File: config.mk
export PLATFORM = sky130hd
export DESIGN_NAME = led_select_and_crossover_ctrl
export DESIGN_NICKNAME = d
export VERILOG_FILES = /design/src/blink_timer.v /design/src/pair_switch_seq.v /design/src/led_select_and_crossover_ctrl.v
export VERILOG_INCLUDE_DIRS = /design/src
export SDC_FILE = /design/constraint.sdc
export NUM_CORES = 1
export LEC_CHECK = 0
export BUFFER_PORTS_ARGS = -buffer_cell sky130_fd_sc_hd__buf_4
export CELL_PAD_IN_SITES_DETAIL_PLACEMENT = 0
export CELL_PAD_IN_SITES_GLOBAL_PLACEMENT = 2
export CORE_MARGIN = 3
export CORE_UTILIZATION = 30
export DETAILED_ROUTE_END_ITERATION = 8
export HOLD_SLACK_MARGIN = 0.06
export PLACE_DENSITY_LB_ADDON = 0.05
export RECOVER_POWER = 50
export SYNTH_ARGS = -nofsm -noshare
export SYNTH_HDL_FRONTEND = slang
export SYNTH_SLANG_ARGS = --single-unit
File: constraint.sdc
create_clock -name mclk -period 5.9 [get_ports mclk]
set_input_delay 0.295 -clock mclk [delete_from_list [all_inputs] [get_ports mclk]]
set_output_delay 0.295 -clock mclk [all_outputs]
set_load 0.03 [all_outputs]
File: src/led_xover_consts.vh
// Register map, field layout, reset values and timing constants of the indicator and pair block
`ifndef LED_XOVER_CONSTS_VH
`define LED_XOVER_CONSTS_VH

// ********************************************************
// Register addresses and data width
// ********************************************************
`define ADDR_W            5
`define DATA_W            16
`define IND_CFG_ADDR      5'h17
`define PAIR_CTL_ADDR     5'h18

// ********************************************************
// Field positions
// ********************************************************
`define SEL_W             4
`define IND_A_LSB         0
`define IND_B_LSB         4
`define PD_ASSIST_BIT     7
`define AUTOSW_BIT        6
`define XOVER_BIT         5
`define DONE_BIT          4
`define SEED_LSB          0
`define SEED_W            4

// ********************************************************
// Reset values and seeds
// ********************************************************
`define IND_A_RST         4'h0
`define IND_B_RST         4'h1
`define PD_ASSIST_RST     1'b1
`define AUTOSW_RST        1'b1
`define XOVER_RST         1'b0
`define SEED_RST          4'h0
`define SEED_ZERO         4'h0
`define SEED_INTERNAL     4'h5

// ********************************************************
// Indicator source codes
// ********************************************************
`define SEL_LINK          4'h0
`define SEL_ANY_ACT       4'h1
`define SEL_TX_ACT        4'h2
`define SEL_RX_ACT        4'h3
`define SEL_COLLISION     4'h4
`define SEL_SPEED_100     4'h5
`define SEL_SPEED_10      4'h6
`define SEL_FULL_DUPLEX   4'h7
`define SEL_LINK_BLINK    4'h8

// ********************************************************
// Timing
// ********************************************************
`define CLK_MHZ           50
`define RST_MIN_CYCLES    30
`define ATTEMPT_US        50
`define ATTEMPT_CYCLES    (`ATTEMPT_US * `CLK_MHZ)
`define BLINK_HALF_MS     40
`define BLINK_HALF_CYCLES (`BLINK_HALF_MS * 1000 * `CLK_MHZ)
`define STRETCH_TICKS     2'h2

`endif

File: src/blink_timer.v
// Divider giving the blink half-period tick and the blink phase
`timescale 1ns/1ps
`include "led_xover_consts.vh"

module blink_timer #(
  parameter integer HALF_CYCLES = `BLINK_HALF_CYCLES
) (
  input  wire mclk,
  input  wire rst,
  output reg  tick,
  output reg  phase
);

  reg [31:0] cnt_reg;

  // ********************************************************
  // Divider
  // ********************************************************
  always @(posedge mclk) begin
    if (rst) begin
      cnt_reg <= 32'h0;
      tick    <= 1'b0;
      phase   <= 1'b0;
    end else if (cnt_reg == HALF_CYCLES - 1) begin
      cnt_reg <= 32'h0;
      tick    <= 1'b1;
      phase   <= ~phase;
    end else begin
      cnt_reg <= cnt_reg + 32'h1;
      tick    <= 1'b0;
    end
  end

endmodule // blink_timer

File: src/pair_switch_seq.v
// Straight/crossover attempt sequencer steered by the seed bits
`timescale 1ns/1ps
`include "led_xover_consts.vh"

module pair_switch_seq #(
  parameter integer ATTEMPT = `ATTEMPT_CYCLES
) (
  input  wire       mclk,
  input  wire       rst,
  input  wire       run,
  input  wire       restart,
  input  wire [3:0] seed,
  input  wire       link_good,
  output reg        crossover,
  output reg        done
);

  localparam [1:0] ST_IDLE = 2'h0;
  localparam [1:0] ST_TRY  = 2'h1;
  localparam [1:0] ST_DONE = 2'h2;

  reg [1:0]  state_reg;
  reg [1:0]  attempt_reg;
  reg [31:0] timer_reg;

  // ********************************************************
  // Sequencer
  // ********************************************************
  always @(posedge mclk) begin
    if (rst) begin
      state_reg   <= ST_IDLE;
      attempt_reg <= 2'h0;
      timer_reg   <= 32'h0;
      crossover   <= `XOVER_RST;
      done        <= 1'b0;
    end else if (restart || !run) begin
      state_reg <= ST_IDLE;
      done      <= 1'b0;
    end else begin
      case (state_reg)
        ST_IDLE: begin
          attempt_reg <= 2'h0;
          timer_reg   <= 32'h0;
          crossover   <= seed[0];
          state_reg   <= ST_TRY;
        end
        ST_TRY: begin
          if (link_good) begin
            state_reg <= ST_DONE;
            done      <= 1'b1;
          end else if (timer_reg == ATTEMPT - 1) begin
            // Each new attempt takes the next seed bit, wrapping after four
            timer_reg   <= 32'h0;
            attempt_reg <= attempt_reg + 2'h1;
            crossover   <= seed[attempt_reg + 2'h1];
          end else begin
            timer_reg <= timer_reg + 32'h1;
          end
        end
        ST_DONE: begin
          if (!link_good) begin
            state_reg <= ST_IDLE;
            done      <= 1'b0;
          end
        end
        default: begin
          state_reg <= ST_IDLE;
          done      <= 1'b0;
        end
      endcase
    end
  end

endmodule // pair_switch_seq

File: src/led_select_and_crossover_ctrl.v
// Indicator source selection and straight/crossover control registers
//
// Functional notes
// - Four-bit source selector per indicator, codes 0-8, higher codes dark
// - Codes 5-7 show 100M, 10M, full duplex
// - Code 8: on with link, blink on activity
// - Reset: second selector 1, first selector 0
// - Parallel-detect assist bit 7, resets to one
// - Autoswitch enable bit 6, resets to one
// - Bit 5 reports crossover, resets straight
// - Bit 5 read-only while autoswitch enabled
// - Bit 5 forces assignment while autoswitch disabled
// - Bit 4 reads sequence completed, else zero
// - Seed bits 3:0 steer attempts, reset zero
// - Zero seed replaced by internal seed 0101
`timescale 1ns/1ps
`include "led_xover_consts.vh"

module led_select_and_crossover_ctrl #(
  parameter integer BLINK_HALF_CYCLES = `BLINK_HALF_CYCLES,
  parameter integer ATTEMPT_CYCLES    = `ATTEMPT_CYCLES
) (
  input  wire                 mclk,
  input  wire                 rst,
  input  wire [`ADDR_W-1:0]   reg_addr,
  input  wire [`DATA_W-1:0]   reg_wdata,
  input  wire                 reg_wr,
  input  wire                 reg_rd,
  output reg  [`DATA_W-1:0]   reg_rdata,
  input  wire                 link_good,
  input  wire                 tx_activity,
  input  wire                 rx_activity,
  input  wire                 collision,
  input  wire                 speed_100,
  input  wire                 speed_10,
  input  wire                 full_duplex,
  input  wire                 local_aneg_en,
  input  wire                 partner_aneg_seen,
  output reg                  indicator_a,
  output reg                  indicator_b,
  output reg                  pair_crossover,
  output reg                  pair_switch_active
);

  // ********************************************************
  // Functions
  // ********************************************************

  // Source multiplexer shared by both indicators
  function ind_level;
    input [`SEL_W-1:0] sel;
    input              link;
    input              any_act;
    input              tx_act;
    input              rx_act;
    input              col;
    input              s100;
    input              s10;
    input              fdx;
    input              blink;
    begin
      case (sel)
        `SEL_LINK:        ind_level = link;
        `SEL_ANY_ACT:     ind_level = any_act;
        `SEL_TX_ACT:      ind_level = tx_act;
        `SEL_RX_ACT:      ind_level = rx_act;
        `SEL_COLLISION:   ind_level = col;
        `SEL_SPEED_100:   ind_level = s100;
        `SEL_SPEED_10:    ind_level = s10;
        `SEL_FULL_DUPLEX: ind_level = fdx;
        `SEL_LINK_BLINK:  ind_level = blink;
        default:          ind_level = 1'b0;
      endcase
    end
  endfunction

  // Activity stretcher: short events stay visible for a few blink ticks
  function [1:0] stretch_next;
    input [1:0] cnt;
    input       event_in;
    input       tick;
    begin
      if (event_in) begin
        stretch_next = `STRETCH_TICKS;
      end else if (tick && cnt != 2'h0) begin
        stretch_next = cnt - 2'h1;
      end else begin
        stretch_next = cnt;
      end
    end
  endfunction

  // Zero seed falls back to the built-in pattern
  function [`SEED_W-1:0] seed_eff;
    input [`SEED_W-1:0] seed;
    begin
      if (seed == `SEED_ZERO) begin
        seed_eff = `SEED_INTERNAL;
      end else begin
        seed_eff = seed;
      end
    end
  endfunction

  // Register index decode, shared by the write and read paths
  function addr_is;
    input [`ADDR_W-1:0] addr;
    input [`ADDR_W-1:0] target;
    begin
      addr_is = (addr == target);
    end
  endfunction

  // ********************************************************
  // Register state
  // ********************************************************
  reg [`SEL_W-1:0]  ind_a_sel_reg;
  reg [`SEL_W-1:0]  ind_b_sel_reg;
  reg               pd_assist_reg;
  reg               autosw_reg;
  reg               xover_force_reg;
  reg [`SEED_W-1:0] seed_reg;
  reg               restart_reg;

  reg [1:0]         tx_str_reg;
  reg [1:0]         rx_str_reg;
  reg [1:0]         col_str_reg;

  wire              wr_ind;
  wire              wr_pair;
  wire              wr_force;
  wire              blink_tick;
  wire              blink_phase;
  wire              seq_xover;
  wire              seq_done;
  wire              switch_run;
  wire              xover_eff;
  wire              done_eff;
  wire              tx_s;
  wire              rx_s;
  wire              col_s;
  wire              any_s;
  wire              blink_level;
  wire              ind_a_next;
  wire              ind_b_next;

  reg [`DATA_W-1:0] rdata_next;
  reg [`DATA_W-1:0] ind_cfg_word;
  reg [`DATA_W-1:0] pair_ctl_word;
  reg [`SEED_W-1:0] seed_used;

  // ********************************************************
  // Write decode
  // ********************************************************
  assign wr_ind   = reg_wr && addr_is(reg_addr, `IND_CFG_ADDR);
  assign wr_pair  = reg_wr && addr_is(reg_addr, `PAIR_CTL_ADDR);
  // Bit 5 is only taken from a write that also turns autoswitch off
  assign wr_force = wr_pair && !reg_wdata[`AUTOSW_BIT];

  // ********************************************************
  // Register writes
  // ********************************************************
  always @(posedge mclk) begin
    if (rst) begin
      ind_a_sel_reg <= `IND_A_RST;
      ind_b_sel_reg <= `IND_B_RST;
    end else if (wr_ind) begin
      // Upper byte is dropped, software keeps it at zero
      ind_a_sel_reg <= reg_wdata[`IND_A_LSB +: `SEL_W];
      ind_b_sel_reg <= reg_wdata[`IND_B_LSB +: `SEL_W];
    end
  end

  always @(posedge mclk) begin
    if (rst) begin
      pd_assist_reg <= `PD_ASSIST_RST;
      autosw_reg    <= `AUTOSW_RST;
      seed_reg      <= `SEED_RST;
    end else if (wr_pair) begin
      pd_assist_reg <= reg_wdata[`PD_ASSIST_BIT];
      autosw_reg    <= reg_wdata[`AUTOSW_BIT];
      seed_reg      <= reg_wdata[`SEED_LSB +: `SEED_W];
    end
  end

  // Forced assignment only taken by a write that leaves autoswitch off
  always @(posedge mclk) begin
    if (rst) begin
      xover_force_reg <= `XOVER_RST;
    end else if (wr_force) begin
      xover_force_reg <= reg_wdata[`XOVER_BIT];
    end
  end

  // Any write to the pair register restarts the attempt sequence
  always @(posedge mclk) begin
    if (rst) begin
      restart_reg <= 1'b0;
    end else begin
      restart_reg <= wr_pair;
    end
  end

  // ********************************************************
  // Pair switching
  // ********************************************************

  // Runs with local negotiation, or with assist when partner negotiates
  assign switch_run = autosw_reg &&
                      (local_aneg_en ||
                       (pd_assist_reg && partner_aneg_seen));

  // Sequencer never sees a zero seed
  always @* begin
    seed_used = seed_eff(seed_reg);
  end

  pair_switch_seq #(
    .ATTEMPT   (ATTEMPT_CYCLES)
  ) u_seq (
    .mclk      (mclk),
    .rst       (rst),
    .run       (switch_run),
    .restart   (restart_reg),
    .seed      (seed_used),
    .link_good (link_good),
    .crossover (seq_xover),
    .done      (seq_done)
  );

  // Sequencer choice is ignored while autoswitch is off
  assign xover_eff = autosw_reg ? seq_xover : xover_force_reg;
  assign done_eff  = autosw_reg && seq_done;

  always @(posedge mclk) begin
    if (rst) begin
      pair_crossover     <= `XOVER_RST;
      pair_switch_active <= 1'b0;
    end else begin
      pair_crossover     <= xover_eff;
      pair_switch_active <= switch_run && !seq_done;
    end
  end

  // ********************************************************
  // Indicators
  // ********************************************************
  blink_timer #(
    .HALF_CYCLES (BLINK_HALF_CYCLES)
  ) u_blink (
    .mclk        (mclk),
    .rst         (rst),
    .tick        (blink_tick),
    .phase       (blink_phase)
  );

  always @(posedge mclk) begin
    if (rst) begin
      tx_str_reg  <= 2'h0;
      rx_str_reg  <= 2'h0;
      col_str_reg <= 2'h0;
    end else begin
      tx_str_reg  <= stretch_next(tx_str_reg, tx_activity, blink_tick);
      rx_str_reg  <= stretch_next(rx_str_reg, rx_activity, blink_tick);
      col_str_reg <= stretch_next(col_str_reg, collision, blink_tick);
    end
  end

  assign tx_s  = (tx_str_reg != 2'h0);
  assign rx_s  = (rx_str_reg != 2'h0);
  assign col_s = (col_str_reg != 2'h0);
  assign any_s = tx_s || rx_s;

  // Lit with link, dark on the off phase while traffic flows
  assign blink_level = link_good && !(any_s && blink_phase);

  assign ind_a_next = ind_level(ind_a_sel_reg, link_good, any_s, tx_s, rx_s,
                                col_s, speed_100, speed_10, full_duplex,
                                blink_level);
  assign ind_b_next = ind_level(ind_b_sel_reg, link_good, any_s, tx_s, rx_s,
                                col_s, speed_100, speed_10, full_duplex,
                                blink_level);

  always @(posedge mclk) begin
    if (rst) begin
      indicator_a <= 1'b0;
      indicator_b <= 1'b0;
    end else begin
      indicator_a <= ind_a_next;
      indicator_b <= ind_b_next;
    end
  end

  // ********************************************************
  // Register images
  // ********************************************************
  // Reserved fields start from zero so they always read back low
  always @* begin
    ind_cfg_word                       = {`DATA_W{1'b0}};
    ind_cfg_word[`IND_A_LSB +: `SEL_W] = ind_a_sel_reg;
    ind_cfg_word[`IND_B_LSB +: `SEL_W] = ind_b_sel_reg;
  end

  // Bits 5 and 4 show live state; bit 5 is the forced value while autoswitch is off
  always @* begin
    pair_ctl_word                       = {`DATA_W{1'b0}};
    pair_ctl_word[`PD_ASSIST_BIT]       = pd_assist_reg;
    pair_ctl_word[`AUTOSW_BIT]          = autosw_reg;
    pair_ctl_word[`XOVER_BIT]           = xover_eff;
    pair_ctl_word[`DONE_BIT]            = done_eff;
    pair_ctl_word[`SEED_LSB +: `SEED_W] = seed_reg;
  end

  // ********************************************************
  // Register reads
  // ********************************************************
  always @* begin
    if (addr_is(reg_addr, `IND_CFG_ADDR)) begin
      rdata_next = ind_cfg_word;
    end else if (addr_is(reg_addr, `PAIR_CTL_ADDR)) begin
      rdata_next = pair_ctl_word;
    end else begin
      rdata_next = {`DATA_W{1'b0}};
    end
  end

  // Read data stands only in the cycle after the strobe
  always @(posedge mclk) begin
    if (rst) begin
      reg_rdata <= {`DATA_W{1'b0}};
    end else if (reg_rd) begin
      reg_rdata <= rdata_next;
    end else begin
      reg_rdata <= {`DATA_W{1'b0}};
    end
  end

endmodule // led_select_and_crossover_ctrl

==> metrics.md <==
| Metric | Value |
|---|---|
| Initial core utilization | 0.3134 |
| Syn Area/Cell | ~8.6 sq um |
| Crit end category | register |
| Maximum vdd drop | 144.9 uV |
| Dpl hpwl | just over 8000 microns |
| Gpl congestion | about 0.78 |
| Number of global-route vias before repair | 3,730 |
| Initial detailed-routing violation count | between 300 and 400 |
| IO Pins | 54 |
| Antenna violations before repair | 0 |
| Fin. max-slew vios | 33 |
| Worst EP arrival | ~3.3 ns |
| CTS buffer count | 9 |
| Min-delay worst type | input port to register |
| Ant. Diodes | 0 |
| Min Tclk post-route | a little over 3 ns |
| Worst-Margin Slew | ~1.5 ns |
| Clock Skew | between 0.009 and 0.01 ns |
| Post-Syn Area | between 4000 and 5000 sq um |
| Die X | approximately 130 microns |
| FFs w/ async S/R, synth | 0 |
| Gr usage total | 0.1333 |
| Setup TNS | 0 ns |
| Violated checks | max-capacitance violations, max-slew violations |
| Multi-input gate area | around 2500 sq um |
| Routed WL | between 10,000 and 15,000 microns |
| CP startpoint kind | register |
| Final Hold Violating Endpoints | 0 |
| Synth Warn # | 0 |
| Post-synthesis cell count | ~570 |
| First drt pass iteration count | 4 |
| Reg clk slew, reported paths | approximately 0.07 ns |
| Area growth, synth to finish | 13.26% |
| Status | finished with violations |
| First-pass GRT wire length | 19,210 microns |
| CTS tree | done |
| Critical path fanouts, max | 32 |
| Nets@finish | 636 |
| Placed inst area | between 5000 and 6000 sq um |
| Antenna violation net count after detailed routing | 0 |
| Clock insertion delay at the later pin of the skew report | 0.35 ns |
| Data required time of the worst path | between 6 and 7 ns |
| Family with the most delay on the worst path | buffers and inverters |
| CTS root buffer | clkbuf_16 |
| Most frequent cell after synthesis | dfxtp_1 |
| Leakage | about 1.9 nW |
| # resized after CTS | 0 |
| Sequential cell area | 2122 sq um |
| Post-synth top area cell | dfxtp_1 |
| Most used DFF post-synth | dfxtp_1 |
| Placeable core area | 15,540 sq um |
| Clk buf depth | 2 |
| DR vias | ~3,900 |
| Post-CTS Setup Bufs | 0 |
| # setup viols final | 0 |
| Bufs and invs on worst path | 1 |
| Largest net degree at the start of global routing | 35 |
| CP Cell Sequence | ha_1 > nor4b_1 > and4_1 > a21oi_1 > o21ai_2 > clkbuf_1 > nor2_1 |
| DIE AREA | ~18,000 sq um |
| Post-synth EDFFs | 0 |
| Final core utilization | 0.3549 |
| Final critical-path share of the clock period | 0.5219 |
| Worst Setup Path Type | register to register |
| Fillers | ~1,700 |
| Count of cell types in the netlist | 48 |
| Fmax | approximately 320 MHz |
| FF+latch count, synth | about 110 |
| Clock sinks | 106 |
| Unrepaired setup endpoints after global routing | false |
| Post-synth top cells | 106 x dfxtp_1, 98 x nor2_1, 39 x nand2_1, 37 x nand3_1, 33 x xor2_1 |
| Slowest CP cell | clkbuf_1 |
| Die H | 133.4 microns |
| Post-route cell area | 5515 sq um |
| Drt via density | 4.819 |
| PwrDens | 256.2 nW/um^2 |
| Grt total ovfl | 0 |
| Top cell type's share of synthesized area | 0.4358 |
| WL/cell | 14.22 microns |
| Synth area leaders | dfxtp_1 44%, nor2_1 7.6%, xor2_1 5.9% |
| DRC Markers | 0 |
| CP peak stage delay | 1.11 ns |
| Htree depth | 3 |
| Number of max-cap violations | 1 |
| Port bufs | 37 |
| Relative slew margins | -0.02505 |
| FP Rows | 45 |
| Register area share after synthesis | 0.4358 |
| # hold bufs at CTS | 0 |
| Layout cells sized above 1 | 0.08486 |
logic make-up after synthesis:
family          count (synthesis)  share of synthesized area
other cells                     1                  0.0007701
mux                             4                   0.008222
simple gates                  283                     0.3009
buf+inv                        44                    0.05010
flops                         106                     0.4358
compound gates                 59                    0.07451
xor+xnor                       65                     0.1169
fa+ha+maj                       5                    0.01285
layout by cell type (no fill, tap or decap), types with 3 or more instances in the layout:
master	count
dfxtp_1	106
nor2_1	98
nand2_1	39
nand3_1	37
xor2_1	33
xnor2_1	32
a21oi_1	24
buf_4	23
nand4_1	20
nor3_1	20
inv_1	17
clkbuf_1	15
nor4_1	13
and3_1	9
and4_1	9
o21ai_0	9
a22oi_1	9
clkbuf_16	9
conb_1	8
a211oi_1	7
nand2b_1	5
ha_1	5
mux2i_1	4
nor2b_1	4
nor4b_1	4
and2_1	4
clkbuf_8	4
or2_2	3
nor4_2	3
cell type report:
| cell class | count | area share |
|---|---|---|
| clock inverters | 1 | 0.001361 |
| multi-input cells | 424 | 0.4594 |
| well taps | 211 | 0.04787 |
| flip-flops and latches | 106 | 0.3848 |
| clock buffers | 14 | 0.05150 |
| inverters | 17 | 0.01157 |
| repair buffers | 39 | 0.04356 |
path summary, 6_finish.rpt:
kind	from	endpoint	slack, ns	cells after the start
min	rx_activity	rx_str_reg[0]	0.11	2
max reg2reg	u_seq.timer_reg[0]	u_seq.timer_reg[23]	2.82	7
max	u_seq.timer_reg[0]	u_seq.timer_reg[23]	2.82	7
min reg2reg	u_blink.cnt_reg[0]	u_blink.cnt_reg[0]	0.45	1
stage by stage:
step | setup WS [ns] | power (mW) | cells | hold WS (ns)
after CTS | 3.302 | 1.442 | 812 | 0.09051
after detailed placement | 3.321 | 0.8401 | 797 | 0.4406
final | 2.821 | 1.413 | 812 | 0.1103
after global routing | 2.475 | 1.475 | 812 | 0.1017
after floorplan | 3.979 | 0.8102 | 574 | 0.3724
after global placement | 3.359 | 0.8395 | 797 | 0.4277
per-layer routing:
layer / wire (microns) / GRT usage
met1: 6003 / 0.1871
met2: 4964 / 0.1978
met5: 0 / 0
met4: 139 / 0.04400
met3: 440 / 0.03701
report_power, final:
group / switching, mW / total, mW / internal, mW
combinational: 0.0574 / 0.0868 / 0.0294
clock: 0.262 / 0.593 / 0.331
sequential: 0.00800 / 0.733 / 0.725
total: 0.328 / 1.41 / 1.09
No activity file was read; power rests on OpenSTA's default activity.
